$ cat src/core/mesc_pkg.sv
// How it works
// RULE1 - Count each transmit frame abandoned after excessive collisions.
// RULE2 - Collision abort counter is 16 bits and wraps from 0xffff to zero.
// RULE3 - Collision abort counter reaching 0xc000 raises the statistics update event.
// RULE4 - Collision abort counter counts only when globally enabled and unmasked.
// RULE5 - Count received whole-octet frames whose check sequence fails.
// RULE6 - Too long or runt frames never count as check sequence errors.
// RULE7 - Check sequence error counter is 16 bits and wraps to zero.
// RULE8 - Check sequence error counter reaching 0xc000 raises the update event.
// RULE9 - Check sequence error counter counts only when enabled and unmasked.
// RULE10 - Count address-matched frames cut short by receive buffer overrun.
// RULE11 - Frames dropped because the buffer was full at start never count.
// RULE12 - Lost frame counter is 16 bits and wraps to zero.
// RULE13 - Lost frame counter reaching 0xc000 raises the update event.
// RULE14 - Lost frame counter counts only when enabled and unmasked.
// RULE15 - Counters sit at 0xfc, 0xcc, 0xce as 16-bit words, reset to zero.
// RULE16 - Reads return the live count; writes load it and counting continues.
package mesc_pkg;
    // ----------------------------------------
    // Counter geometry
    // ----------------------------------------
    localparam int          CNT_W        = 16;
    localparam int          NUM_CNT      = 3;
    localparam logic [15:0] CNT_RESET    = 16'h0000;
    localparam logic [15:0] CNT_THRESH   = 16'hc000;
    localparam logic [15:0] CNT_STEP     = 16'h0001;
    // ----------------------------------------
    // Counter indices and window offsets
    // ----------------------------------------
    localparam int          IDX_XCOL     = 0;
    localparam int          IDX_FCS      = 1;
    localparam int          IDX_LOST     = 2;
    localparam int          WIN_BITS     = 8;
    localparam logic [7:0]  OFS_XCOL     = 8'hfc;
    localparam logic [7:0]  OFS_FCS      = 8'hcc;
    localparam logic [7:0]  OFS_LOST     = 8'hce;
    localparam logic [15:0] RDATA_UNMAP  = 16'h0000;
endpackage : mesc_pkg

$ cat src/core/mesc_cnt_if.sv
`timescale 1ns/10ps
interface mesc_cnt_if;
    logic        inc;
    logic        ld;
    logic [15:0] ld_val;
    logic [15:0] count;
    logic        reach;
    modport ctl (output inc, output ld, output ld_val, input count, input reach);
    modport cnt (input inc, input ld, input ld_val, output count, output reach);
endinterface : mesc_cnt_if

$ cat src/core/mesc_counter.sv
`timescale 1ns/10ps
module mesc_counter (
    // Clock and reset
    input  wire logic clk,
    input  wire logic rstn,
    // Counter link
    mesc_cnt_if.cnt   bus
);
    typedef struct packed {
        logic [15:0] count;
        logic        reach;
    } mesc_cstate_t;

    mesc_cstate_t st;
    mesc_cstate_t next_st;
    logic [15:0]  bumped;

    // Natural 16-bit overflow gives the wrap to zero
    assign bumped = 16'(st.count + mesc_pkg::CNT_STEP); // RULE2 RULE7 RULE12

    always_comb begin
        next_st = st;
        next_st.reach = 1'b0;
        if (bus.ld) begin
            // Software load wins over a same-cycle event
            next_st.count = bus.ld_val; // RULE16
        end else if (bus.inc) begin
            next_st.count = bumped;
            next_st.reach = (bumped == mesc_pkg::CNT_THRESH); // RULE3 RULE8 RULE13
        end
    end

    always_ff @(posedge clk or negedge rstn) begin
        if (!rstn) begin
            st <= '{count: mesc_pkg::CNT_RESET, reach: 1'b0}; // RULE15
        end else begin
            st <= next_st;
        end
    end

    assign bus.count = st.count;
    assign bus.reach = st.reach;

    chk_reach_cause : assert property (@(posedge clk) disable iff (!rstn) // RULE3
        bus.reach |-> (bus.count == mesc_pkg::CNT_THRESH) && $past(bus.inc))
        else $error("threshold pulse without reaching 0xc000");
endmodule : mesc_counter

$ cat src/core/mesc_event_qual.sv
`timescale 1ns/10ps
module mesc_event_qual (
    // Clock and reset
    input  wire logic       clk,
    input  wire logic       rstn,
    // Enables
    input  wire logic       stats_global_enable,
    input  wire logic [2:0] stats_mask_reg,
    // MAC events
    input  wire logic       tx_abort_excess_coll,
    input  wire logic       rx_frame_end,
    input  wire logic       rx_fcs_bad,
    input  wire logic       rx_whole_octets,
    input  wire logic       rx_too_long,
    input  wire logic       rx_runt,
    input  wire logic       rx_overrun,
    input  wire logic       rx_addr_match,
    input  wire logic       rx_full_at_start,
    // Qualified increments
    output logic [2:0]      inc
);
    typedef struct packed {
        logic [2:0] inc;
    } mesc_qstate_t;

    mesc_qstate_t st;
    mesc_qstate_t next_st;
    logic [2:0]   raw;

    always_comb begin
        raw = 3'h0;
        raw[mesc_pkg::IDX_XCOL] = tx_abort_excess_coll; // RULE1
        raw[mesc_pkg::IDX_FCS]  = rx_frame_end && rx_fcs_bad && rx_whole_octets // RULE5
                                  && !rx_too_long && !rx_runt; // RULE6
        raw[mesc_pkg::IDX_LOST] = rx_overrun && rx_addr_match // RULE10
                                  && !rx_full_at_start; // RULE11
        next_st.inc = raw & ~stats_mask_reg & {3{stats_global_enable}}; // RULE4 RULE9 RULE14
    end

    // One register stage keeps the counters off the MAC's timing paths
    always_ff @(posedge clk or negedge rstn) begin
        if (!rstn) begin
            st <= '{inc: 3'h0};
        end else begin
            st <= next_st;
        end
    end

    assign inc = st.inc;
endmodule : mesc_event_qual

$ cat src/core/mesc_top.sv
`timescale 1ns/10ps
module mesc_top (
    // Clock and reset
    input  wire logic        clk,
    input  wire logic        rstn,
    // Register window access
    input  wire logic        acc_io,
    input  wire logic        acc_mem,
    input  wire logic        acc_wr,
    input  wire logic [31:0] acc_addr,
    input  wire logic [1:0]  acc_be,
    input  wire logic [15:0] acc_wdata,
    input  wire logic [31:0] io_window_base,
    input  wire logic [31:0] memory_window_base,
    output logic             acc_ack,
    output logic [15:0]      acc_rdata,
    // Statistics control
    input  wire logic        stats_global_enable,
    input  wire logic [2:0]  stats_mask_reg,
    // MAC events
    input  wire logic        tx_abort_excess_coll,
    input  wire logic        rx_frame_end,
    input  wire logic        rx_fcs_bad,
    input  wire logic        rx_whole_octets,
    input  wire logic        rx_too_long,
    input  wire logic        rx_runt,
    input  wire logic        rx_overrun,
    input  wire logic        rx_addr_match,
    input  wire logic        rx_full_at_start,
    // Interrupt status set
    output logic             stats_threshold_irq
);
    // ----------------------------------------
    // State
    // ----------------------------------------
    typedef struct packed {
        logic        ack;
        logic [15:0] rdata;
    } mesc_tstate_t;

    mesc_tstate_t st;
    mesc_tstate_t next_st;

    logic [2:0]  qual_inc;
    logic [2:0]  ld;
    logic [2:0]  reach;
    logic [15:0] cnt [3];
    logic [15:0] ld_val [3];
    logic [31:0] io_ofs;
    logic [31:0] mem_ofs;
    logic        io_hit;
    logic        mem_hit;
    logic        hit;
    logic [7:0]  ofs;

    function automatic logic [7:0] mesc_offset_of(input int idx);
        unique case (idx)
            mesc_pkg::IDX_XCOL: mesc_offset_of = mesc_pkg::OFS_XCOL;
            mesc_pkg::IDX_FCS:  mesc_offset_of = mesc_pkg::OFS_FCS;
            default:            mesc_offset_of = mesc_pkg::OFS_LOST;
        endcase
    endfunction : mesc_offset_of

    // ----------------------------------------
    // Window decode
    // ----------------------------------------
    assign io_ofs  = acc_addr - io_window_base;
    assign mem_ofs = acc_addr - memory_window_base;
    assign io_hit  = acc_io && (io_ofs[31:mesc_pkg::WIN_BITS] == '0);
    assign mem_hit = acc_mem && (mem_ofs[31:mesc_pkg::WIN_BITS] == '0);
    assign hit     = io_hit || mem_hit;
    assign ofs     = io_hit ? io_ofs[7:0] : mem_ofs[7:0];

    // ----------------------------------------
    // Event qualification
    // ----------------------------------------
    mesc_event_qual u_qual (
        .clk                  (clk),
        .rstn                 (rstn),
        .stats_global_enable  (stats_global_enable),
        .stats_mask_reg       (stats_mask_reg),
        .tx_abort_excess_coll (tx_abort_excess_coll),
        .rx_frame_end         (rx_frame_end),
        .rx_fcs_bad           (rx_fcs_bad),
        .rx_whole_octets      (rx_whole_octets),
        .rx_too_long          (rx_too_long),
        .rx_runt              (rx_runt),
        .rx_overrun           (rx_overrun),
        .rx_addr_match        (rx_addr_match),
        .rx_full_at_start     (rx_full_at_start),
        .inc                  (qual_inc)
    );

    // ----------------------------------------
    // Counters
    // ----------------------------------------
    for (genvar g = 0; g < mesc_pkg::NUM_CNT; g++) begin : g_cnt
        mesc_cnt_if u_if ();

        // Byte lanes merge so a narrow write keeps the other half live
        assign ld[g]        = hit && acc_wr && (ofs == mesc_offset_of(g)) && (acc_be != 2'h0); // RULE16
        assign ld_val[g]    = {acc_be[1] ? acc_wdata[15:8] : cnt[g][15:8],
                               acc_be[0] ? acc_wdata[7:0]  : cnt[g][7:0]};
        assign u_if.inc     = qual_inc[g];
        assign u_if.ld      = ld[g];
        assign u_if.ld_val  = ld_val[g];
        assign cnt[g]       = u_if.count;
        assign reach[g]     = u_if.reach;

        mesc_counter u_counter (
            .clk  (clk),
            .rstn (rstn),
            .bus  (u_if.cnt)
        );

        chk_cnt_wrap : assert property (@(posedge clk) disable iff (!rstn) // RULE2 RULE7 RULE12
            qual_inc[g] && !ld[g] && (cnt[g] == 16'hffff) |=> (cnt[g] == 16'h0000))
            else $error("counter did not wrap to zero");

        chk_cnt_irq : assert property (@(posedge clk) disable iff (!rstn) // RULE3 RULE8 RULE13
            qual_inc[g] && !ld[g] && (cnt[g] == 16'hbfff) |=> stats_threshold_irq)
            else $error("no update event at 0xc000");

        chk_cnt_load : assert property (@(posedge clk) disable iff (!rstn) // RULE16
            ld[g] ##1 !ld[g] && !qual_inc[g] |-> (cnt[g] == $past(ld_val[g], 1)))
            else $error("written value not held");
    end

    assign stats_threshold_irq = |reach; // RULE3 RULE8 RULE13

    // ----------------------------------------
    // Read path
    // ----------------------------------------
    always_comb begin
        next_st = st;
        next_st.ack = hit;
        if (hit && !acc_wr) begin
            unique case (ofs)
                mesc_pkg::OFS_XCOL: next_st.rdata = cnt[mesc_pkg::IDX_XCOL]; // RULE15
                mesc_pkg::OFS_FCS:  next_st.rdata = cnt[mesc_pkg::IDX_FCS];
                mesc_pkg::OFS_LOST: next_st.rdata = cnt[mesc_pkg::IDX_LOST];
                default:            next_st.rdata = mesc_pkg::RDATA_UNMAP;
            endcase
        end
    end

    always_ff @(posedge clk or negedge rstn) begin
        if (!rstn) begin
            st <= '{ack: 1'b0, rdata: 16'h0000};
        end else begin
            st <= next_st;
        end
    end

    assign acc_ack   = st.ack;
    assign acc_rdata = st.rdata;

    // ----------------------------------------
    // Checks
    // ----------------------------------------
    chk_xcol_count : assert property (@(posedge clk) disable iff (!rstn) // RULE1
        tx_abort_excess_coll && stats_global_enable && !stats_mask_reg[0]
        ##1 !ld[0] |=> (cnt[0] == 16'($past(cnt[0]) + 16'h0001)))
        else $error("abort not counted");

    chk_xcol_gate : assert property (@(posedge clk) disable iff (!rstn) // RULE4
        !(stats_global_enable && !stats_mask_reg[0]) ##1 !ld[0] |=> $stable(cnt[0]))
        else $error("abort counted while disabled");

    chk_fcs_count : assert property (@(posedge clk) disable iff (!rstn) // RULE5
        rx_frame_end && rx_fcs_bad && rx_whole_octets && !rx_too_long && !rx_runt
        && stats_global_enable && !stats_mask_reg[1]
        ##1 !ld[1] |=> (cnt[1] == 16'($past(cnt[1]) + 16'h0001)))
        else $error("check sequence error not counted");

    chk_fcs_size : assert property (@(posedge clk) disable iff (!rstn) // RULE6
        (rx_too_long || rx_runt) ##1 !ld[1] |=> $stable(cnt[1]))
        else $error("long or runt frame counted");

    chk_fcs_gate : assert property (@(posedge clk) disable iff (!rstn) // RULE9
        !(stats_global_enable && !stats_mask_reg[1]) ##1 !ld[1] |=> $stable(cnt[1]))
        else $error("check error counted while disabled");

    chk_lost_count : assert property (@(posedge clk) disable iff (!rstn) // RULE10
        rx_overrun && rx_addr_match && !rx_full_at_start
        && stats_global_enable && !stats_mask_reg[2]
        ##1 !ld[2] |=> (cnt[2] == 16'($past(cnt[2]) + 16'h0001)))
        else $error("overrun not counted");

    chk_lost_full : assert property (@(posedge clk) disable iff (!rstn) // RULE11
        rx_full_at_start ##1 !ld[2] |=> $stable(cnt[2]))
        else $error("frame ignored at full buffer counted");

    chk_lost_gate : assert property (@(posedge clk) disable iff (!rstn) // RULE14
        !(stats_global_enable && !stats_mask_reg[2]) ##1 !ld[2] |=> $stable(cnt[2]))
        else $error("overrun counted while disabled");

    chk_read_fcs : assert property (@(posedge clk) disable iff (!rstn) // RULE15
        hit && !acc_wr && (ofs == 8'hcc) |=> acc_ack && (acc_rdata == $past(cnt[1])))
        else $error("wrong read of check error counter");
endmodule : mesc_top

$ cat config.mk
export PLATFORM = sky130hd
export DESIGN_NAME = mesc_top
export DESIGN_NICKNAME = d
export VERILOG_FILES = /design/src/core/mesc_pkg.sv /design/src/core/mesc_cnt_if.sv /design/src/core/mesc_counter.sv /design/src/core/mesc_event_qual.sv /design/src/core/mesc_top.sv
export SDC_FILE = /design/constraint.sdc
export NUM_CORES = 1
export LEC_CHECK = 0
export BUFFER_PORTS_ARGS = -buffer_cell sky130_fd_sc_hd__buf_4
export CAP_MARGIN = 10
export CORE_MARGIN = 8
export CORE_UTILIZATION = 44
export CTS_CLUSTER_DIAMETER = 100
export DETAILED_ROUTE_END_ITERATION = 8
export PLACE_DENSITY_LB_ADDON = 0.1
export RECOVER_POWER = 50
export SYNTH_ARGS = -nofsm -noshare
export SYNTH_HDL_FRONTEND = slang
export SYNTH_SLANG_ARGS = --single-unit
$ cat constraint.sdc
create_clock -name clk -period 3.21 [get_ports clk]
set_clock_uncertainty 0.05 [all_clocks]
set_input_delay 0.1605 -clock clk [delete_from_list [all_inputs] [get_ports clk]]
set_output_delay 0.1605 -clock clk [all_outputs]
set_load 0.005 [all_outputs]
# Yosys cells after proc, flatten, opt, wreduce, memory -nomap -nowiden
# Index checks and enable logic that the tools add are counted.
# word_totals
regBits,71
latch_bits,0
memories,0
output_inout_bits,18
romBits,0
ramBits,0
# classes
n_addsub,5
bitwise,3
reduce_logical,34
magnitude_cmp,0
muxes,13
shift,0
n_div,0
mul,0
n_eq_ne,12
# op_table
cell,n
subtractor 32 bit,2
two-way mux 17 bit,3
"adder 16 x 1 -> 16 bit, second input constant",3
"== test 16 bit, second input constant",3
zero test 24 bit,2
two-way mux 16 bit,3
case mux 16 bit (3 select lines),1
"== test 8 bit, second input constant",3
two-way mux 8 bit,3
logical AND 1 bit,16
"!= test 2 bit, second input constant",6
AND reduction 2 bit,6
nonzero test 2 bit,4
bitwise AND 3 bit,2
zero test 1 bit,4
two-way mux 1 bit,3
NOT 3 bit,1
OR reduction 3 bit,1
logical OR 1 bit,1

# Depth between registers and ports, before layout
# Gate-level depths: netlist of run 1.
# logic_depth
ltp_word,9
mapped_depth,19
mapped_depth_nobuf,15

# Modules after synthesis
# From an unflattened synthesis of run 1, not the netlist that was laid out.
# hier_totals
cells_unflattened,1348
area_unflattened_um2,9771.9
# by_module_without_submodules
mod,area_each_um2,seq_area_each_um2,instances,cells_each
mesc_top,6170.9,425.4,1,926
mesc_counter,1162.4,425.4,3,138
mesc_event_qual,113.9,75.1,1,8

# Least setup slack after synthesis of run 1
# OpenSTA, ideal clock, no wires.
# synth_path
path_type,input-to-reg
startpoint,input acc_addr[0]
endpoint,register g_cnt[1].u_counter.st (netlist bit g_cnt[1].u_counter.bus.count[2])
cell_stages,18
t_arrival_ns,3.576
path_buffers,3
required_ns,3.037
setup_slack_ns,-0.539
cell_sequence,inv_1 > ha_1 > fa_1 > nor2b_1 > o211ai_2 > a2111oi_2 > or4_1 > o211ai_1 > o21ai_0 > and4bb_2 > and4_1 > buf_4 > buf_6 > o32a_4 > and2_1 > buf_2 > a211oi_1 > nor2_1
# synth_via
elab_chain_len,9
# synth_lines
item,line,source
start: declaration,mesc_top.sv:10,"input wire logic [31:0] acc_addr,"
"subtractor 32 bit, on equally long branches","mesc_top.sv:67, mesc_top.sv:68",
"zero test 24 bit, on equally long branches","mesc_top.sv:69, mesc_top.sv:70",
"logical AND 1 bit, on equally long branches","mesc_top.sv:69, mesc_top.sv:70",
two-way mux 8 bit or logical OR 1 bit (tied branches),"mesc_top.sv:72, mesc_top.sv:71",
== test 8 bit or logical AND 1 bit (tied branches),mesc_top.sv:101,assign ld[g] = hit && acc_wr && (ofs == mesc_offset_of(g)) && (acc_be != 2'h0);
logical AND 1 bit (*) (2 in a row),mesc_top.sv:101,
!= test 2 bit (no line) or nonzero test 2 bit (tied branches),-,
AND reduction 2 bit (no line),-,
end signal: assignment,mesc_counter.sv:35,"st <= '{count: mesc_pkg::CNT_RESET, reach: 1'b0};"
end signal: assignment,mesc_counter.sv:37,st <= next_st;
end: declaration,mesc_counter.sv:14,mesc_cstate_t st;
# Every way passes the cells marked *; elsewhere a longest branch is shown, timed or not.
# A chain may end at the register's enable or synchronous reset.

# Worst setup path in the final report of run 1
# layout_path
startpoint,input acc_addr[4]
endpoint,register g_cnt[1].u_counter.st (netlist bit g_cnt[1].u_counter.bus.count[10])
# The elaborated chain is that of the path after synthesis.

==> flow_summary_export.csv, run 1 <==
group,metric,value,unit
outcome,outcome,"finished, violations left",
outcome,violations,"capacitance limit, slew limit, setup timing",
critical_path,crit_required,3.38,ns
synthesis,ys_types,108,
layout,seq_area,0.00178,mm2
cts,clkTransAtPathRegs,0.06,ns
layout,multi_input_area,0.00914,mm2
layout,fillers,1771,
critical_path,crit_type,"input pin to register",
pwr,powerDensity,266,mW/mm2
sta,fin_crit,3.55,ns
place,dp.cells,2093,
critical_path,crit_path_end_kind,"register",
drt,firstDrtPassIters,5,
layout,antenna_cells,0,
cts,numClockSinks,71,
synthesis,seq_area_frac_synth,0.176,
pwr,ir_drop,214,uV
critical_path,cp-start-kind,"input pin",
worst_hold_path,worstHoldPathType,"input pin to register",
drt,vias,13000,
place,portBuffers,149,
sta,finalCritPeriodShare,1.11,
sta,tns,-16.71,ns
sta,worstMarginPinSlew,1.92,ns
critical_path,arrival,3.72,ns
grt,antenna_found_initial,0,
layout,layout.cells.most_common,"buf_4",
critical_path,cp_max_fo,8,
drt,vias_per_cell,5.99,
layout,fin_nets,2076,
cts,htreeDepth,3,
synthesis,syn_area_per_cell,7.20,um2
grt,grt_start_max_net_pins,72,
cts,cts-root-buf,"clkbuf_16",
sta,setup_viol,67,
cts,clk_latency,0.34,ns
synthesis,syn_nets,1604,
drt,wl_per_cell,19.9,um
synthesis,synthFlopType,"dfrtp_1",
die,die_h,167,um
sta,finalWorstSetupSlack,-0.340,ns
drt,drc,0,
sta,maxSlewHeadroom,-0.283,
grt,grt_pass1_vias,12600,
layout,mostFrequentLayoutCells,"449 x buf_4, 147 x nand2_1, 119 x nor2_1",
drt,wl,43000,um
cts,cts_tree,"done",
synthesis,ys_async_sr_fraction,1.00,
cts,cts_buffers,9,
die,core_area,0.0226,mm2
place,place.gp.congestion,1.01,
layout,drive_above_1_share,0.439,
place,dp_hpwl,33000,um
layout,instances_no_fill,2164,
die,io-pin-count,150,
pwr,p_leak,7.13,nW
die,row_count,55,
grt,grt_overflow_total,0,
cts,clockBufferDepth,2,
run,cap_violations,1,
die,die_x,167,um
drt,ant_nets,0,
sta,finalMaxSlewViolations,72,
sta,hold_slack,0.0161,ns
synthesis,synth_cells,1402,
die,start_util,0.447,
grt,track_usage,0.281,
synthesis,synth-warning-count,0,
sta,rsz0062_at_grt,"true",
synthesis,syn-cell-area,0.0101,mm2
sta,hold_violations,0,
synthesis,synth_enable_flop_cells,0,
layout,area_delta_synth_final,62.1,%
grt,grt_pass1_wl,65100,um
sta,fmaxAchievable,282,MHz
synthesis,ys_ff_latch,71,
drt,first_iter_violations,1044,
die,fp.dieArea,0.0280,mm2
power breakdown:
group / switching, mW / internal [mW] / leakage (nW)
clock: 0.417 / 0.571 / 0.143
combinational: 1.13 / 1.14 / 6.10
sequential: 0.145 / 0.955 / 0.885
total: 1.69 / 2.66 / 7.13
synthesized netlist by cell type (all sizes together) (5+ instances only):
| master | n | area [um2] |
|---|---|---|
| a2111oi | 14 | 160 |
| a211oi | 27 | 220 |
| a21o | 26 | 198 |
| a21oi | 99 | 559 |
| a22oi | 21 | 158 |
| a31oi | 13 | 81.3 |
| a32oi | 6 | 52.6 |
| and2 | 15 | 96.3 |
| and3 | 34 | 213 |
| and4 | 12 | 108 |
| buf | 42 | 267 |
| clkbuf | 30 | 113 |
| dfrtp | 71 | 1780 |
| ha | 68 | 851 |
| inv | 103 | 387 |
| mux2 | 5 | 56.3 |
| mux2i | 9 | 93.8 |
| nand2 | 160 | 603 |
| nand2b | 13 | 81.3 |
| nand3 | 55 | 275 |
| nand3b | 8 | 60.1 |
| nand4 | 36 | 240 |
| nor2 | 128 | 488 |
| nor2b | 14 | 87.6 |
| nor3 | 64 | 320 |
| nor3b | 8 | 60.1 |
| nor4 | 17 | 106 |
| o2111ai | 6 | 70.1 |
| o211a | 6 | 60.1 |
| o211ai | 29 | 223 |
| o21a | 19 | 143 |
| o21ai | 78 | 402 |
| o21bai | 5 | 37.5 |
| o22ai | 9 | 56.3 |
| o311ai | 5 | 51.3 |
| o31ai | 8 | 73.8 |
| o32ai | 7 | 87.6 |
| or3 | 24 | 160 |
| or4 | 9 | 67.6 |
| xnor2 | 17 | 149 |
| xor2 | 14 | 123 |
worst max-delay path, stage by stage:
cell and delay [ns]:
buf_4 0.13, buf_6 0.12, ha_4 0.29, o211a_4 0.18
o31a_1 0.29, o211ai_1 0.15, o211ai_1 0.16, xor2_1 0.13
or3_4 0.39, nor4b_4 0.33, nand4_4 0.17, buf_4 0.17
o32a_4 0.35, buf_12 0.16, buf_4 0.16, nand4_1 0.12
nand3b_1 0.09, o211a_1 0.13
path summary, 6_finish.rpt:
path / startpoint / end / slack, ns / cells past startpoint
min in group asynchronous: rstn / g_cnt[1].u_counter.bus.count[0] / 0.80 / 2
max in group asynchronous: rstn / g_cnt[0].u_counter.bus.count[14] / 1.11 / 2
setup reg to reg: g_cnt[0].u_counter.bus.count[1] / g_cnt[0].u_counter.bus.reach / 0.20 / 9
setup / recovery: acc_addr[4] / g_cnt[1].u_counter.bus.count[10] / -0.34 / 18
hold reg to reg: acc_rdata[14] / acc_rdata[14] / 0.52 / 2
hold / removal: tx_abort_excess_coll / u_qual.inc[0] / 0.02 / 2
sequential cells by signal (all words and copies together) (netlist names):
signal	count
g_cnt.u_counter.bus.reach	3
g_cnt.u_counter.bus.count	48
acc_rdata	16
u_qual.inc	3
acc_ack	1
cell families after synthesis:
| kind of cell | Yosys count | synth area share |
|---|---|---|
| AND/OR/NAND/NOR | 618 | 0.313 |
| AO/OA/AOI/OAI | 422 | 0.304 |
| buffers and inverters | 176 | 0.0762 |
| flip-flops | 71 | 0.176 |
| adder cells (fa/ha/maj) | 70 | 0.0882 |
| XOR/XNOR | 31 | 0.0269 |
| multiplexers | 14 | 0.0149 |
cell type report:
class                   instances  area share
repair buffers                532       0.268
multi-input cells            1156       0.559
clock inverters                 5     0.00237
inverters                     104      0.0254
flip-flops and latches         71       0.109
clock buffers                  11      0.0154
well taps                     285      0.0218
what timing repair did:
item	4_1_cts	5_1_grt
endpoints found under the setup margin	67	67
buffers inserted	25	25
hold buffers	4	0
endpoints found under the hold margin	73	0
gates resized for setup	129	156
pin swaps	63	105
cloned	3	5
metal layers:
layer	global-route usage	vias up	part of all wire
met2	0.493	588	0.49
met1	0.337	6063	0.39
li1	-	6169	-
met4	0.132	0	0.053
met3	0.0336	148	0.065
met5	0	-	0
stage by stage:
step | total power [mW] | util | setup slack (ns) | instance area (um2)
finish | 4.35 | 0.725 | -0.340 | 16400
floorplan | 2.17 | - | -0.392 | 10600
global placement | 3.08 | 0.630 | -0.808 | 14200
global route | 4.58 | 0.725 | -0.497 | 16400
detailed placement | 3.09 | 0.630 | -0.873 | 14200
CTS | 4.19 | 0.680 | -0.302 | 15400
Power figures use the tool's default switching activity.
==> run 2, diff against run 1 <==
--- a/config.mk
+++ b/config.mk
@@ -12,7 +12,6 @@
 export CTS_CLUSTER_DIAMETER = 100
 export DETAILED_ROUTE_END_ITERATION = 8
 export PLACE_DENSITY_LB_ADDON = 0.1
-export RECOVER_POWER = 50
 export SYNTH_ARGS = -nofsm -noshare
 export SYNTH_HDL_FRONTEND = slang
 export SYNTH_SLANG_ARGS = --single-unit
==> run 2 against run 1 <==
- the run ends with setup timing left
- largest power group unchanged
- via count about the same
- wire length down 0.15%
- sequential power about the same
- count of clock-buffer cells in the layout unchanged
- critical path type unchanged
- sequential share of layout area about the same
- register-to-register slack better by 0.02 ns
- final cell count unchanged
- design area about the same
==> flow_summary_export.csv, run 2 (synthesis results as in run 1) <==
group,metric,value,unit
grt,grt-busiest-layer,"met2",
drt,first_iter_violations,1120,
sta,finalWorstSetupSlack,-0.341,ns
layout,fin_nets,2076,
run,cap_violations,0,
drt,firstDrtPassIters,5,
die,fp.dieArea,0.0280,mm2
critical_path,startpoint,"acc_addr[4]",
pwr,p_switching,1.69,mW
cts,cts_tree,"done",
sta,finalCritPeriodShare,1.11,
sta,finalMaxSlewViolations,0,
sta,hold_violations,0,
grt,grt_pass1_wl,65100,um
pwr,switching_share,0.388,
sta,rsz0062_at_grt,"true",
grt,met2_usage,0.493,
sta,setup_viol,67,
die,die_x,167,um
grt,met3_usage,0.0336,
pwr,powerDensity,266,mW/mm2
grt,grt_overflow_total,0,
layout,largest_reg_flops,48,
cts,htreeDepth,3,
critical_path,cp_max_fo,7,
sta,worstMarginPinSlew,0.984,ns
die,die_h,167,um
grt,grt_start_max_net_pins,72,
grt,grt_pass1_vias,12600,
sta,fin_crit,3.55,ns
layout,fillers,1767,
worst_hold_path,hp-start,"tx_abort_excess_coll",
drt,ant_nets,0,
critical_path,rr_startpoint,"g_cnt[0].u_counter.bus.count[1]",
critical_path,crit_type,"input pin to register",
die,io-pin-count,150,
grt,track_usage,0.281,
pwr,ir_drop,214,uV
drt,drc,0,
layout,layout.cells.most_common,"buf_4",
place,place.gp.congestion,1.01,
drt,vias,13000,
pwr,power_frac_clock,0.226,
cts,clockBufferDepth,2,
sta,tns,-16.75,ns
critical_path,cp-start-kind,"input pin",
cts,numClockSinks,71,
pwr,p_comb_frac,0.521,
critical_path,crit_required,3.42,ns
sta,fmaxAchievable,282,MHz
layout,seq_area,0.00178,mm2
grt,use_met1,0.337,
cts,clk_latency,0.34,ns
pwr,power_frac_seq,0.253,
die,start_util,0.447,
layout,antenna_cells,0,
layout,area_delta_synth_final,62.2,%
sta,maxSlewHeadroom,0.344,
layout,multi_input_area,0.00914,mm2
critical_path,crit_path_end_kind,"register",
cts,cts-root-buf,"clkbuf_16",
die,core_area,0.0226,mm2
pwr,p_leak,7.15,nW
place,portBuffers,149,
place,dp_hpwl,33000,um
outcome,violations,"setup timing",
drt,vias_per_cell,5.99,
outcome,outcome,"finished, violations left",
critical_path,arrival,3.76,ns
layout,mostFrequentLayoutCells,"469 x buf_4, 147 x nand2_1, 119 x nor2_1",
worst_hold_path,worstHoldPathType,"input pin to register",
layout,drive_above_1_share,0.440,
grt,antenna_found_initial,0,
place,post-place-ws,-0.873,ns
drt,wl_per_cell,19.8,um
cts,clkTransAtPathRegs,0.06,ns
pwr,internal_power,2.66,mW
die,row_count,55,
drt,wl,43000,um
cts,cts_buffers,9,
-- run 2: cell types whose count changed in the layout (fill, tap and decap cells not counted), sizes merged --
cell    before  now
buf        503  523
clkbuf      36   16
-- run 2: power by group through the flow --
stage / Sequential, mW / Combinational, mW / Clock [mW]
floorplan: 1.04 / 1.12 / 0
global placement: 1.11 / 1.97 / 0
detailed placement: 1.11 / 1.99 / 0
CTS: 1.09 / 2.10 / 0.995
global route: 1.11 / 2.44 / 1.03
finish: 1.10 / 2.27 / 0.985
-- run 2: final timing paths --
kind                                               endpoint  slack (ns)  cells after the start
hold reg to reg                               acc_rdata[14]        0.52                      2
max in group asynchronous  g_cnt[0].u_counter.bus.count[14]        1.99                      2
setup reg to reg               g_cnt[0].u_counter.bus.reach        0.22                      9
setup / recovery           g_cnt[0].u_counter.bus.count[14]       -0.34                     16
hold / removal                                u_qual.inc[0]        0.02                      2
min in group asynchronous   g_cnt[1].u_counter.bus.count[0]        0.43                      2
-- run 2: area by class of cell --
cell class	instances	area share
Clock buffer	11	0.0154
Timing Repair Buffer	532	0.268
Sequential cell	71	0.108
Multi-Input combinational cell	1156	0.558
Clock inverter	5	0.00237
Tap cell	285	0.0218
Inverter	104	0.0254
-- run 2: critical path: stages --
cell	delay, ns
buf_4	0.13
buf_6	0.12
ha_4	0.29
o211a_4	0.18
o31a_1	0.29
o211ai_1	0.15
o211ai_1	0.16
xor2_1	0.14
or3_4	0.39
nor4b_4	0.33
nand4_4	0.17
or3_4	0.45
a21oi_4	0.23
buf_12	0.17
mux2_4	0.29
o211ai_1	0.07
-- run 2: metrics by stage --
step                      std cells  total power [mW]   util  hold slack [ns]  cell area, um2
after floorplan                1402              2.17      -           -0.185           10600
after global placement         2093              3.08  0.630            0.279           14200
after detailed placement       2093              3.09  0.630            0.281           14200
after CTS                      2138              4.19  0.680           0.0151           15400
after global routing           2164              4.58  0.725           0.0337           16400
final                          2164              4.35  0.725           0.0163           16400
-- run 2: repair_timing --
item / CTS / global route
setup buffers: 25 / 25
endpoints found under the hold margin: 73 / 0
gates cloned: 3 / 5
resized for setup: 129 / 156
hold buffers: 4 / 0
endpoints found under the setup margin: 67 / 67
pin swaps: 63 / 105
-- run 2: per-layer routing --
| layer | wire length (um) | part of all wire | vias to the layer above |
|---|---|---|---|
| met5 | 0 | 0 | - |
| met4 | 2300 | 0.054 | 0 |
| met3 | 2790 | 0.065 | 152 |
| met2 | 20900 | 0.49 | 595 |
| met1 | 17000 | 0.40 | 6055 |
| li1 | - | - | 6164 |
